<file path="src/hw/bcdsk_cfg.svh">
`ifndef BCDSK_CFG_SVH
`define BCDSK_CFG_SVH
`define BCDSK_NIB_LIMIT     4'h9
`define BCDSK_NIB_ADJ       4'h6
`define BCDSK_PHASES        2'h3
`define BCDSK_PROC_PHASE    2'h2
`define BCDSK_W_RESET       8'h00
`endif

</file>
<file path="src/hw/bcdsk_pkg.sv">
package bcdsk_pkg;
	typedef enum logic [1:0] {
		BCDSK_OP_NONE,
		BCDSK_OP_CMP_LT,
		BCDSK_OP_DEC_ADJ
	} bcdsk_op_type;

	typedef enum {
		BCDSK_ST_RUN,
		BCDSK_ST_IDLE1,
		BCDSK_ST_IDLE2
	} bcdsk_state_type;
endpackage : bcdsk_pkg

</file>
<file path="src/hw/bcdsk_dec_adj.sv">
`timescale 1ns/1ps
`include "bcdsk_cfg.svh"
module bcdsk_dec_adj (
	input  wire logic [7:0] i_w,
	input  wire logic       i_carry,
	input  wire logic       i_digit_carry,
	output logic      [7:0] o_w,
	output logic            o_carry
);
	logic [4:0] lo;
	logic [4:0] hi;
	always_comb begin
		lo = {1'b0, i_w[3:0]};
		if (i_w[3:0] > `BCDSK_NIB_LIMIT || i_digit_carry) begin
			lo = lo + {1'b0, `BCDSK_NIB_ADJ};
		end
		// Low-nibble carry ripples into the high nibble before its test
		hi = {1'b0, i_w[7:4]} + {4'h0, lo[4]};
		if (hi > {1'b0, `BCDSK_NIB_LIMIT} || i_carry) begin
			hi = hi + {1'b0, `BCDSK_NIB_ADJ};
		end
		o_w     = {hi[3:0], lo[3:0]};
		o_carry = hi[4] | i_carry;
	end
endmodule : bcdsk_dec_adj

</file>
<file path="src/hw/bcdsk_core.sv">
`timescale 1ns/1ps
`include "bcdsk_cfg.svh"
// Summary of operation
// - A less-than compare-and-skip takes one instruction cycle if false, two if it skips.
// - A skip over a two-word instruction makes the compare take three cycles in all.
// - Each skip cycle is idle in all four phases, and the compare writes nothing in its last phase.
// - Decimal adjust turns the working register after a packed BCD add into valid packed BCD.
module bcdsk_core (
	input  wire logic                   I_CLK,
	input  wire logic                   I_SYS_RST,
	input  wire logic                   I_CE,
	input  wire logic                   I_START,
	input  wire bcdsk_pkg::bcdsk_op_type I_OP,
	input  wire logic [7:0]             I_FILE_DATA,
	input  wire logic                   I_NEXT_TWO_WORD,
	input  wire logic                   I_W_LOAD,
	input  wire logic [7:0]             I_W_LOAD_DATA,
	input  wire logic                   I_FLAG_LOAD,
	input  wire logic                   I_CARRY_IN,
	input  wire logic                   I_DIGIT_CARRY_IN,
	output logic      [1:0]             O_PHASE,
	output logic                        O_BUSY,
	output logic                        O_DISCARD,
	output logic                        O_CYCLE_END,
	output logic                        O_W_WRITE,
	output logic      [7:0]             O_W,
	output logic                        O_CARRY,
	output logic                        O_DIGIT_CARRY
);
	import bcdsk_pkg::*;

	// Phase decoding is shared by the sequencer and the outputs
	function automatic logic is_last_phase(input logic [1:0] phase);
		is_last_phase = phase == `BCDSK_PHASES;
	endfunction : is_last_phase

	// Operands are read and the result is formed in the third phase
	function automatic logic is_process_phase(input logic [1:0] phase);
		is_process_phase = phase == `BCDSK_PROC_PHASE;
	endfunction : is_process_phase

	function automatic logic is_compare(input bcdsk_op_type op);
		is_compare = op == BCDSK_OP_CMP_LT;
	endfunction : is_compare

	function automatic logic is_adjust(input bcdsk_op_type op);
		is_adjust = op == BCDSK_OP_DEC_ADJ;
	endfunction : is_adjust

	// A start is only taken by an idle sequencer, so a strobe that arrives
	// mid-instruction cannot restart the phases or swap the operand
	function automatic logic start_taken(
		input logic         start,
		input bcdsk_op_type op,
		input logic         seq_busy
	);
		start_taken = start && op != BCDSK_OP_NONE && !seq_busy;
	endfunction : start_taken

	// Only a compare whose condition held may ask for skip cycles
	function automatic logic skip_wanted(input bcdsk_op_type op, input logic skip);
		skip_wanted = is_compare(op) && skip;
	endfunction : skip_wanted

	// After the first idle cycle a second follows only for a two-word victim
	function automatic bcdsk_state_type after_first_idle(input logic two_word);
		after_first_idle = two_word ? BCDSK_ST_IDLE2 : BCDSK_ST_RUN;
	endfunction : after_first_idle

	typedef struct packed {
		bcdsk_state_type state;
		logic [1:0]      phase;
		logic            active;
		bcdsk_op_type    op;
		logic [7:0]      file;
		logic            two_word;
		logic            skip;
		logic            w_write;
		logic [7:0]      w;
		logic            carry;
		logic            digit_carry;
	} bcdsk_regs_type;

	bcdsk_regs_type r;
	bcdsk_regs_type next_r;
	logic [7:0]     adj_w;
	logic           adj_carry;
	logic           busy;
	logic           last_phase;
	logic           process_phase;
	logic           take_start;

	bcdsk_dec_adj u_adj (
		.i_w           (r.w),
		.i_carry       (r.carry),
		.i_digit_carry (r.digit_carry),
		.o_w           (adj_w),
		.o_carry       (adj_carry)
	);

	// Busy covers the instruction's own cycle and every idle cycle after it
	assign busy          = r.active || r.state != BCDSK_ST_RUN;
	assign last_phase    = is_last_phase(r.phase);
	assign process_phase = is_process_phase(r.phase);
	assign take_start    = start_taken(I_START, I_OP, busy);

	// One instruction cycle is four enabled clocks, phases 0 to 3.
	// Phases 0 and 1 do no work, phase 2 reads the operands and processes them,
	// and phase 3 writes back (adjust) or does nothing (compare).
	// A compare that holds leaves the skip request set at phase 3; the
	// sequencer then runs one idle cycle, or two when the discarded
	// instruction occupies two words, before the fetch side may start again.
	// Idle cycles change only the phase counter and the sequencer state, so the fetched
	// instruction is discarded without side effects.
	// Loads of W and the flags from outside are honoured in any cycle; an
	// adjust writeback in the same cycle wins, as its result is newer.
	// Clock enable freezes the whole register set, phase included, so a
	// stalled core resumes mid-instruction where it stopped.

	always_comb begin
		next_r         = r;
		next_r.w_write = 1'b0;
		if (I_W_LOAD) begin
			next_r.w = I_W_LOAD_DATA;
		end
		if (I_FLAG_LOAD) begin
			next_r.carry       = I_CARRY_IN;
			next_r.digit_carry = I_DIGIT_CARRY_IN;
		end

		// Phases advance only while the instruction or its skip cycles run
		if (busy) begin
			next_r.phase = r.phase + 2'h1;
		end
		case (r.state)
			BCDSK_ST_RUN: begin
				if (!r.active) begin
					if (take_start) begin
						next_r.active   = 1'b1;
						next_r.op       = I_OP;
						next_r.file     = I_FILE_DATA;
						next_r.two_word = I_NEXT_TWO_WORD;
						next_r.phase    = 2'h0;
					end
				end else begin
					if (process_phase && is_compare(r.op)) begin
						// Unsigned subtract; borrow means file below W
						next_r.skip = r.file < r.w;
					end

					// Writeback lands as phase 3 opens and stands for one clock
					if (process_phase && is_adjust(r.op)) begin
						next_r.w       = adj_w;
						next_r.carry   = adj_carry;
						next_r.w_write = 1'b1;
					end

					if (last_phase) begin
						// Compare writes nothing in its last phase
						next_r.active = 1'b0;
						if (skip_wanted(r.op, r.skip)) begin
							next_r.state = BCDSK_ST_IDLE1;
						end
						next_r.skip = 1'b0;
					end
				end
			end
			// Idle cycles only step the sequencer state at phase 3; nothing else is touched here
			BCDSK_ST_IDLE1: begin
				if (last_phase) begin
					next_r.state = after_first_idle(r.two_word);
				end
			end
			BCDSK_ST_IDLE2: begin
				if (last_phase) begin
					next_r.state = BCDSK_ST_RUN;
				end
			end
			default: begin
				next_r.state = BCDSK_ST_RUN;
			end
		endcase
	end

	always_ff @(posedge I_CLK) begin
		if (I_SYS_RST) begin
			r <= '{
				state:       BCDSK_ST_RUN,
				phase:       2'h0,
				active:      1'b0,
				op:          BCDSK_OP_NONE,
				file:        8'h00,
				two_word:    1'b0,
				skip:        1'b0,
				w_write:     1'b0,
				w:           `BCDSK_W_RESET,
				carry:       1'b0,
				digit_carry: 1'b0
			};
		end else if (I_CE) begin
			r <= next_r;
		end
	end

	// Idle cycles drive the discard marker, busy, the phase and the cycle-end marker, but never a W write
	assign O_PHASE       = r.phase;
	assign O_BUSY        = busy;
	assign O_DISCARD     = r.state != BCDSK_ST_RUN;
	// The fetch side counts instruction cycles on this marker
	assign O_CYCLE_END   = busy && last_phase;
	assign O_W_WRITE     = r.w_write;
	assign O_W           = r.w;
	assign O_CARRY       = r.carry;
	assign O_DIGIT_CARRY = r.digit_carry;
endmodule : bcdsk_core

</file>
<file path="config.mk">
export PLATFORM = sky130hd
export DESIGN_NAME = bcdsk_core
export DESIGN_NICKNAME = d
export VERILOG_FILES = /design/src/hw/bcdsk_pkg.sv /design/src/hw/bcdsk_dec_adj.sv /design/src/hw/bcdsk_core.sv
export VERILOG_INCLUDE_DIRS = /design/src /design/src/hw
export SDC_FILE = /design/constraint.sdc
export NUM_CORES = 1
export LEC_CHECK = 0
export ABC_AREA = 0
export BUFFER_PORTS_ARGS = -buffer_cell sky130_fd_sc_hd__clkbuf_2
export CAP_MARGIN = 20
export CORE_ASPECT_RATIO = 1.1
export CORE_UTILIZATION = 54
export DETAILED_ROUTE_END_ITERATION = 6
export GPL_TIMING_DRIVEN = 0
export PLACE_DENSITY = 0.9
export SLEW_MARGIN = 20
export SYNTH_ARGS = -nofsm -noshare
export SYNTH_HDL_FRONTEND = slang
export SYNTH_HIERARCHICAL = 1
export SYNTH_SLANG_ARGS = --single-unit
</file>
<file path="constraint.sdc">
create_clock -name I_CLK -period 2.7 [get_ports I_CLK]
set_input_delay 0.54 -clock I_CLK [delete_from_list [all_inputs] [get_ports I_CLK]]
set_output_delay 0.54 -clock I_CLK [all_outputs]
set_load 0.01 [all_outputs]
</file>
==> flow_summary.toml, run 1 <==
[run_status]
status = "finished clean"

[timing]
skew_ns = 0.00467
holdWs_ns = 0.446
max_clock_freq_mhz = 402
finalSetupTns_ns = 0
max_slew_margin = 0.603
hold_viol_final = 0
finalSetupViolCount = 0
rsz0062_at_grt = "false"
fin_ws_ns = 0.214
worst_pin_slew_ns = 0.592
report.final.slew_viol_count = 0
period_needed_ns = 2.49
finalCritPeriodShare = 0.921

[synth]
yosysMostFrequentCell = "dfxtp_1"
syn_inst = 214
muxShareOfSynthArea = 0.124
synthAdderAreaFrac = 0.0837
yosys.area_share.simple = 0.187
synth_top_family_by_area = "simple AND/OR/NAND/NOR gates"
synth_top_area_frac = 0.288
synth_compound_area_frac = 0.164
synth_area_um2 = 1940
synthDistinctLibCells = 51
synth_edf_count = 0
ys_ff_latch = 28
ys_seq_area_frac = 0.288
synthTopCellsByArea = "dfxtp_1 29%, mux2i_1 12%, ha_1 8.4%, buf_4 4.2%, nor2_1 4.1%"
yosysTopAreaCell = "dfxtp_1"
synthXorXnorAreaFrac = 0.0316
syn_nets = 254
synthArstFlopShare = 0
syn_area_per_cell_um2 = 9.08
synthTopCellsByCount = "28 x dfxtp_1, 23 x mux2i_1, 21 x nor2_1, 13 x ha_1, 13 x inv_1"
synth-warning-count = 6
yosys_most_used_dff = "dfxtp_1"

[worst_setup_path]
crit_type = "reg -> reg"
arrival_ns = 2.72
worst_setup_path_start_kind = "register"
end_kind = "register"
crit_required_ns = 2.94
r2r-start = "O_W[3]$_SDFFE_PP0P_"
worstPathMaxFanout = 6
crit_path_start = "O_W[3]$_SDFFE_PP0P_"

[grt]
met1_usage = 0.277
track_usage = 0.218
grt_pass1_vias = 1523
met3_usage = 0.0160
antenna_found_initial = 0
grt_pass1_wl_mm = 6.60
grt_max_degree = 15
gr-usage-met2 = 0.393
gr-total-overflow = 0
top_usage_layer = "met2"

[clocking]
path_clk_slew_ns = 0.13
cts_buffer_depth = 2
cts_tree = "yes"
post_cts_resize_count = 0
htree_num_levels = 1
clock_sinks = 28
cts_hold_buf = 0
clk_latency_ns = 0.32
numCtsBuffers = 3
cts_setup_buffers = 0
clock-root-buffer = "clkbuf_4"

[drt]
ant_nets = 0
wl_mm = 3.87
vias = 1669
via_per_inst = 5.44
dr.pass1.iters = 4
first_iter_violations = 57
routedWlPerCell_um = 12.6
drc = 0

[placed_design]
io_buffers = 42
place_area_um2 = 2210
pre_cts_ws_ns = 0.278
dp_hpwl_mm = 3.21
globalplace.congestion = 0.880

[final_layout]
syn2layout_area_growth_pct = 15.1
finish.instance_area_um2 = 2240
diodes = 0
nFillCells = 295
drive_gt1_frac = 0.278
nets = 301

[floorplan]
die_y_um = 64.9
num_rows = 22
start_util = 0.574
die_area_um2 = 3840
ios = 43
core_area_um2 = 3390
fp.dieW_um = 59.2

[pwr]
powerDensity_nw_per_um2 = 375
power_leakage_nw = 0.985
ir_worst_vdd_mv = 0.314

[run]
maxCapViolCount = 0

[min_path]
hold_path_class = "in -> reg"
hold_path_startpoint = "I_FILE_DATA[3]"
worst max-delay path, stage by stage, from the launching register on:
cell	delay, ns
dfxtp_1	0.43
o21a_1	0.19
ha_1	0.25
nand2_1	0.09
xor2_1	0.21
ha_1	0.26
nand2b_1	0.12
o21a_1	0.15
o32ai_4	0.15
mux2i_1	0.23
mux2i_1	0.09
a221oi_1	0.23
per-stage QoR:
stage / std cells / utilization / total power (W)
after global routing: 307 / 0.660 / 0.000890
after detailed placement: 304 / 0.654 / 0.000681
after global placement: 304 / 0.654 / 0.000671
final: 307 / 0.660 / 0.000838
after CTS: 307 / 0.660 / 0.000844
after floorplan: 214 / - / 0.000615
cell usage in the layout (no fill, tap or decap), types with 2 or more instances in the layout:
master,netlist,final
a211oi_1,2,2
a21oi_1,6,6
a221oi_1,8,8
and2_1,2,2
and3_1,2,2
buf_1,2,2
buf_4,11,11
buf_6,5,5
clkbuf_1,4,4
clkbuf_2,1,43
clkbuf_4,0,3
dfxtp_1,28,28
ha_1,13,13
inv_1,13,13
mux2i_1,23,23
nand2_1,10,10
nand2b_1,10,10
nor2_1,21,21
nor3_1,2,2
nor3b_1,2,2
o211ai_1,4,4
o21a_1,3,3
o21ai_0,6,6
or3_1,2,2
or4_1,2,2
xnor2_1,4,4
xor2_1,3,3
power breakdown:
group	total [W]	leakage [nW]	switching, W	internal, W
sequential	0.000450	0.229	0.0000176	0.000433
clock	0.000166	0.0138	0.000114	0.0000524
combinational	0.000222	0.743	0.000112	0.000110
total	0.000838	0.985	0.000243	0.000595
worst paths after layout:
check,slack (ns),end,cells after the start
worst max register to register,0.21,O_W[6]$_SDFFE_PP0P_,11
worst min-delay path,0.45,r[16]$_SDFFE_PP0P_,3
worst max-delay path,0.21,O_W[6]$_SDFFE_PP0P_,11
worst min register to register,0.52,O_DIGIT_CARRY$_SDFFE_PP0P_,2
logic make-up after synthesis:
kind of cell,Yosys count
buffers and inverters,37
XOR/XNOR,7
flip-flops,28
AO/OA/AOI/OAI,41
multiplexers,24
AND/OR/NAND/NOR,64
adder cells (fa/ha/maj),13
flip-flops by register name, summed over array words and instances (netlist names):
name	cells
O_W_WRITE	1
O_PHASE	2
O_W	8
O_CARRY	1
O_DIGIT_CARRY	1
r	15
layout make-up:
cell class / count / area (um2) / share of cell area
multi-input cells: 149 / 1150 / 0.513
flip-flops and latches: 28 / 561 / 0.251
repair buffers: 42 / 210 / 0.0940
plain buffers: 24 / 186 / 0.0834
well taps: 48 / 60.1 / 0.0269
inverters: 13 / 48.8 / 0.0218
clock buffers: 3 / 22.5 / 0.0101
metal layers:
metal	up-vias	share of wire	wire length [um]
met5	-	0	0
met4	0	0.0072	28
met3	5	0.036	141
met1	775	0.44	1720
met2	45	0.51	1990
li1	844	-	-
Note: power is estimated with default switching activity, not from simulation.
==> inputs of run 2 (changes only) <==
- BUFFER_PORTS_ARGS: -buffer_cell sky130_fd_sc_hd__clkbuf_2 -> -buffer_cell sky130_fd_sc_hd__buf_4
==> flow_summary.toml, run 2 (same netlist as run 1, synthesis figures left out) <==
[final_layout]
syn2layout_area_growth_pct = 22.7
largest_reg_flops = 15
multiInputGateArea_um2 = 1160
nFillCells = 263
final_common_cell = "buf_4"
top_register = "r"
seq_area_um2 = 561
finish.instance_area_um2 = 2380
final_util = 0.704
final_cell_mix = "53 x buf_4, 28 x dfxtp_1, 23 x mux2i_1, 21 x nor2_1, 13 x inv_1"
nets = 301
drive_gt1_frac = 0.292
diodes = 0

[drt]
wl_met3_um = 141
routedWlPerCell_um = 13.3
first_iter_violations = 69
vias = 1701
dr.pass1.iters = 4
ant_nets = 0
dr_wl_met2_mm = 2.09
met1_length_mm = 1.78
via_per_inst = 5.52
highest_layer = "met4"
wl_mm = 4.10
drc = 0

[timing]
max_slew_margin = 0.618
report.final.slew_viol_count = 0
rsz0062_at_grt = "false"
max_clock_freq_mhz = 401
finalSetupViolCount = 0
period_needed_ns = 2.49
finalSetupTns_ns = 0
skew_ns = 0.00655
worst_pin_slew_ns = 0.568
finalCritPeriodShare = 0.923
hold_viol_final = 0
fin_ws_ns = 0.208

[clocking]
htree_num_levels = 1
clock-root-buffer = "clkbuf_4"
cts_buffer_depth = 2
cts_setup_buffers = 0
cts_hold_buf = 0
numCtsBuffers = 3
path_clk_slew_ns = 0.16
post_cts_resize_count = 0
clk_latency_ns = 0.35
cts_tree = "yes"
clock_sinks = 28

[pwr]
ir_worst_vdd_mv = 0.329
p_comb_frac = 0.248
power_leakage_nw = 1.03
powerDensity_nw_per_um2 = 410
p_sw_frac = 0.272
clockPowerShare = 0.291
seq_power_share = 0.461
p_sw_w = 0.000266
intPower_w = 0.000712

[grt]
grt_max_degree = 17
grt_pass1_wl_mm = 7.20
grt_pass1_vias = 1608
gr-total-overflow = 0
antenna_found_initial = 0
track_usage = 0.245

[floorplan]
fp.dieW_um = 59.2
die_y_um = 64.9
ios = 43
start_util = 0.574
num_rows = 22
die_area_um2 = 3840
core_area_um2 = 3390

[worst_setup_path]
crit_type = "reg -> reg"
worst_setup_path_start_kind = "register"
end_kind = "register"
worstPathMaxFanout = 6
arrival_ns = 2.76
crit_required_ns = 2.97

[placed_design]
dp_hpwl_mm = 3.21
io_buffers = 42
place_area_um2 = 2320
globalplace.congestion = 0.873
pre_cts_ws_ns = 0.178

[min_path]
hold_path_class = "in -> reg"

[run_status]
status = "finished clean"

[run]
maxCapViolCount = 0
## run 2: per-stage QoR
stage / instances / hold WS, ns / power [W]
after CTS: 308 / 0.405 / 0.000976
final: 308 / 0.409 / 0.000978
after detailed placement: 304 / 0.488 / 0.000698
after global placement: 304 / 0.476 / 0.000689
after floorplan: 214 / 0.459 / 0.000615
after global routing: 308 / 0.404 / 0.00103
## run 2: final timing paths
check                                         start  slack, ns             endpoint  depth (start not counted)
worst max-delay path            O_W[3]$_SDFFE_PP0P_       0.21  O_W[6]$_SDFFE_PP0P_                         11
worst min-delay path                I_NEXT_TWO_WORD       0.41   r[12]$_SDFFE_PP0P_                          3
worst max register to register  O_W[3]$_SDFFE_PP0P_       0.21  O_W[6]$_SDFFE_PP0P_                         11
worst min register to register   r[11]$_SDFFE_PP0P_       0.52   r[11]$_SDFFE_PP0P_                          2
## run 2: power by group through the flow
stage	registers [W]	clock network [W]	logic (W)
CTS	0.000450	0.000286	0.000240
global route	0.000454	0.000309	0.000269
floorplan	0.000455	0	0.000160
global placement	0.000459	0	0.000231
finish	0.000451	0.000285	0.000242
detailed placement	0.000459	0	0.000238
## run 2: layout make-up
class | count | share of cell area
multi-input combinational | 149 | 0.487
sequential | 28 | 0.235
timing repair buffer | 42 | 0.132
buffer | 24 | 0.0782
tap | 48 | 0.0252
inverter | 13 | 0.0205
clock inverter | 1 | 0.0126
clock buffer | 3 | 0.00945
## run 2: metal layers
layer | vias up | global-route usage
met3 | 7 | 0.0359
met2 | 41 | 0.409
met5 | - | 0
li1 | 841 | -
met1 | 812 | 0.306
met4 | 0 | 0.110
## run 2: worst max-delay path, stage by stage, from the launching register on
cell and delay, ns:
dfxtp_1 0.44, o21a_1 0.21, ha_2 0.24, nand2_1 0.08, xor2_1 0.22, ha_2 0.25, nand2b_1 0.10, o21a_1 0.14
o32ai_4 0.16, mux2i_1 0.23, mux2i_1 0.09, a221oi_1 0.24
==> inputs of run 3 (changes only) <==
- CORE_UTILIZATION: 54 -> 32
- PLACE_DENSITY: 0.9 -> 0.62
==> flow_summary.toml, run 3 (same netlist as run 1, synthesis figures left out) <==
[run_status]
status = "finished clean"

[drt]
first_iter_violations = 36
vias = 1597
wl_mm = 4.22
ant_nets = 0
drc = 0
via_per_inst = 4.74
routedWlPerCell_um = 12.5
dr.pass1.iters = 4

[pwr]
ir_worst_vdd_mv = 0.277
p_sw_w = 0.000256
clockPowerShare = 0.273
seq_power_share = 0.476
intPower_w = 0.000690
powerDensity_nw_per_um2 = 391
power_leakage_nw = 1.02
p_comb_frac = 0.252
p_sw_frac = 0.271

[clocking]
htree_num_levels = 1
numCtsBuffers = 3
path_clk_slew_ns = 0.09
clock_sinks = 28
cts_buffer_depth = 2
clock-root-buffer = "clkbuf_8"
cts_setup_buffers = 0
clk_latency_ns = 0.27
cts_tree = "yes"

[worst_setup_path]
timing.rr.end = "O_W[6]$_SDFFE_PP0P_"
arrival_ns = 2.60
end_kind = "register"
worstPathMaxFanout = 6
r2r_slack_ns = 0.27
crit_required_ns = 2.88
crit_type = "reg -> reg"
r2r-start = "O_W[3]$_SDFFE_PP0P_"
r2r_cells = 11
worst_setup_path_start_kind = "register"

[floorplan]
fp.dieW_um = 76.3
num_rows = 29
start_util = 0.335
ios = 43
core_area_um2 = 5810
die_area_um2 = 6390
die_y_um = 83.7

[grt]
grt_pass1_vias = 1546
grt_max_degree = 16
gr-total-overflow = 0
antenna_found_initial = 0
track_usage = 0.136
grt_pass1_wl_mm = 7.13

[placed_design]
io_buffers = 42
dp_hpwl_mm = 3.34
globalplace.congestion = 0.808
pre_cts_ws_ns = 0.179

[final_layout]
diodes = 0
top_register = "r"
drive_gt1_frac = 0.300
syn2layout_area_growth_pct = 24.5
final_common_cell = "buf_4"
final_cell_mix = "53 x buf_4, 26 x dfxtp_1, 23 x mux2i_1, 21 x nor2_1, 13 x inv_1"
nets = 301
largest_reg_flops = 15

[min_path]
hold_path_class = "reg -> reg"
worstHoldEndpoint = "O_DIGIT_CARRY$_SDFFE_PP0P_"
hold_path_startpoint = "O_DIGIT_CARRY$_SDFFE_PP0P_"
holdPathStages = 2

[timing]
worst_pin_slew_ns = 0.646
report.final.slew_viol_count = 0
skew_ns = 0.00295
max_clock_freq_mhz = 412
max_slew_margin = 0.566
finalCritPeriodShare = 0.899
finalSetupTns_ns = 0
period_needed_ns = 2.43
finalSetupViolCount = 0
rsz0062_at_grt = "false"
hold_viol_final = 0
fin_ws_ns = 0.272

[run]
maxCapViolCount = 0
[run 3: worst max path at each step]
stage / endpoint / startpoint
floorplan: O_W[6]$_SDFFE_PP0P_ / O_W[1]$_SDFFE_PP0P_
global placement: O_W[6]$_SDFFE_PP0P_ / O_W[1]$_SDFFE_PP0P_
detailed placement: O_W[6]$_SDFFE_PP0P_ / O_W[1]$_SDFFE_PP0P_
CTS: O_W[6]$_SDFFE_PP0P_ / O_W[1]$_SDFFE_PP0P_
global route: O_W[6]$_SDFFE_PP0P_ / O_W[3]$_SDFFE_PP0P_
finish: O_W[6]$_SDFFE_PP0P_ / O_W[3]$_SDFFE_PP0P_
[run 3: power groups by stage]
stage                     clock (W)  sequential, W  combinational (W)
after detailed placement          0       0.000460           0.000239
after global placement            0       0.000460           0.000236
final                      0.000258       0.000450           0.000238
after global routing       0.000285       0.000454           0.000267
after CTS                  0.000268       0.000450           0.000240
after floorplan                   0       0.000455           0.000160
[run 3: cell type report]
cell class	count	area [um2]
Buffer	24	186
Tap cell	77	96.3
Sequential cell	28	563
Clock buffer	4	55.1
Multi-Input combinational cell	149	1150
Inverter	13	48.8
Fill cell	614	3390
Timing Repair Buffer	42	315
[run 3: worst max-delay path: stages, from the launching register on]
cell	delay, ns
dfxtp_1	0.41
o21a_1	0.21
ha_2	0.24
nand2_1	0.08
xor2_1	0.18
ha_2	0.25
nand2b_1	0.10
o21a_1	0.14
o32ai_4	0.17
mux2i_1	0.22
mux2i_1	0.09
a221oi_1	0.24
[run 3: through the flow]
step           area (um2)  hold slack (ns)  total power, W  instances  utilization
6_report             2420            0.496        0.000946        337        0.417
5_1_grt              2420            0.515         0.00101        337        0.417
4_1_cts              2410            0.495        0.000959        337        0.415
3_5_place_dp         2350            0.489        0.000699        333        0.406
3_3_place_gp         2350            0.480        0.000696        333        0.406
2_1_floorplan        1940            0.459        0.000615        214            -
[run 3: what timing repair did]
| action | 4_1_cts | 5_1_grt |
|---|---|---|
| resized for setup | 0 | 5 |
| hold buffers | 0 | 0 |
| endpoints found under the setup margin | 0 | 2 |
[run 3: per-layer routing]
| layer | routed length, um | up-vias | GRT usage | share of wire |
|---|---|---|---|---|
| li1 | - | 841 | - | - |
| met1 | 2080 | 718 | 0.182 | 0.49 |
| met2 | 1960 | 33 | 0.229 | 0.46 |
| met3 | 139 | 5 | 0.0197 | 0.033 |
| met4 | 34 | 0 | 0.0315 | 0.0081 |
| met5 | 0 | - | 0 | 0 |
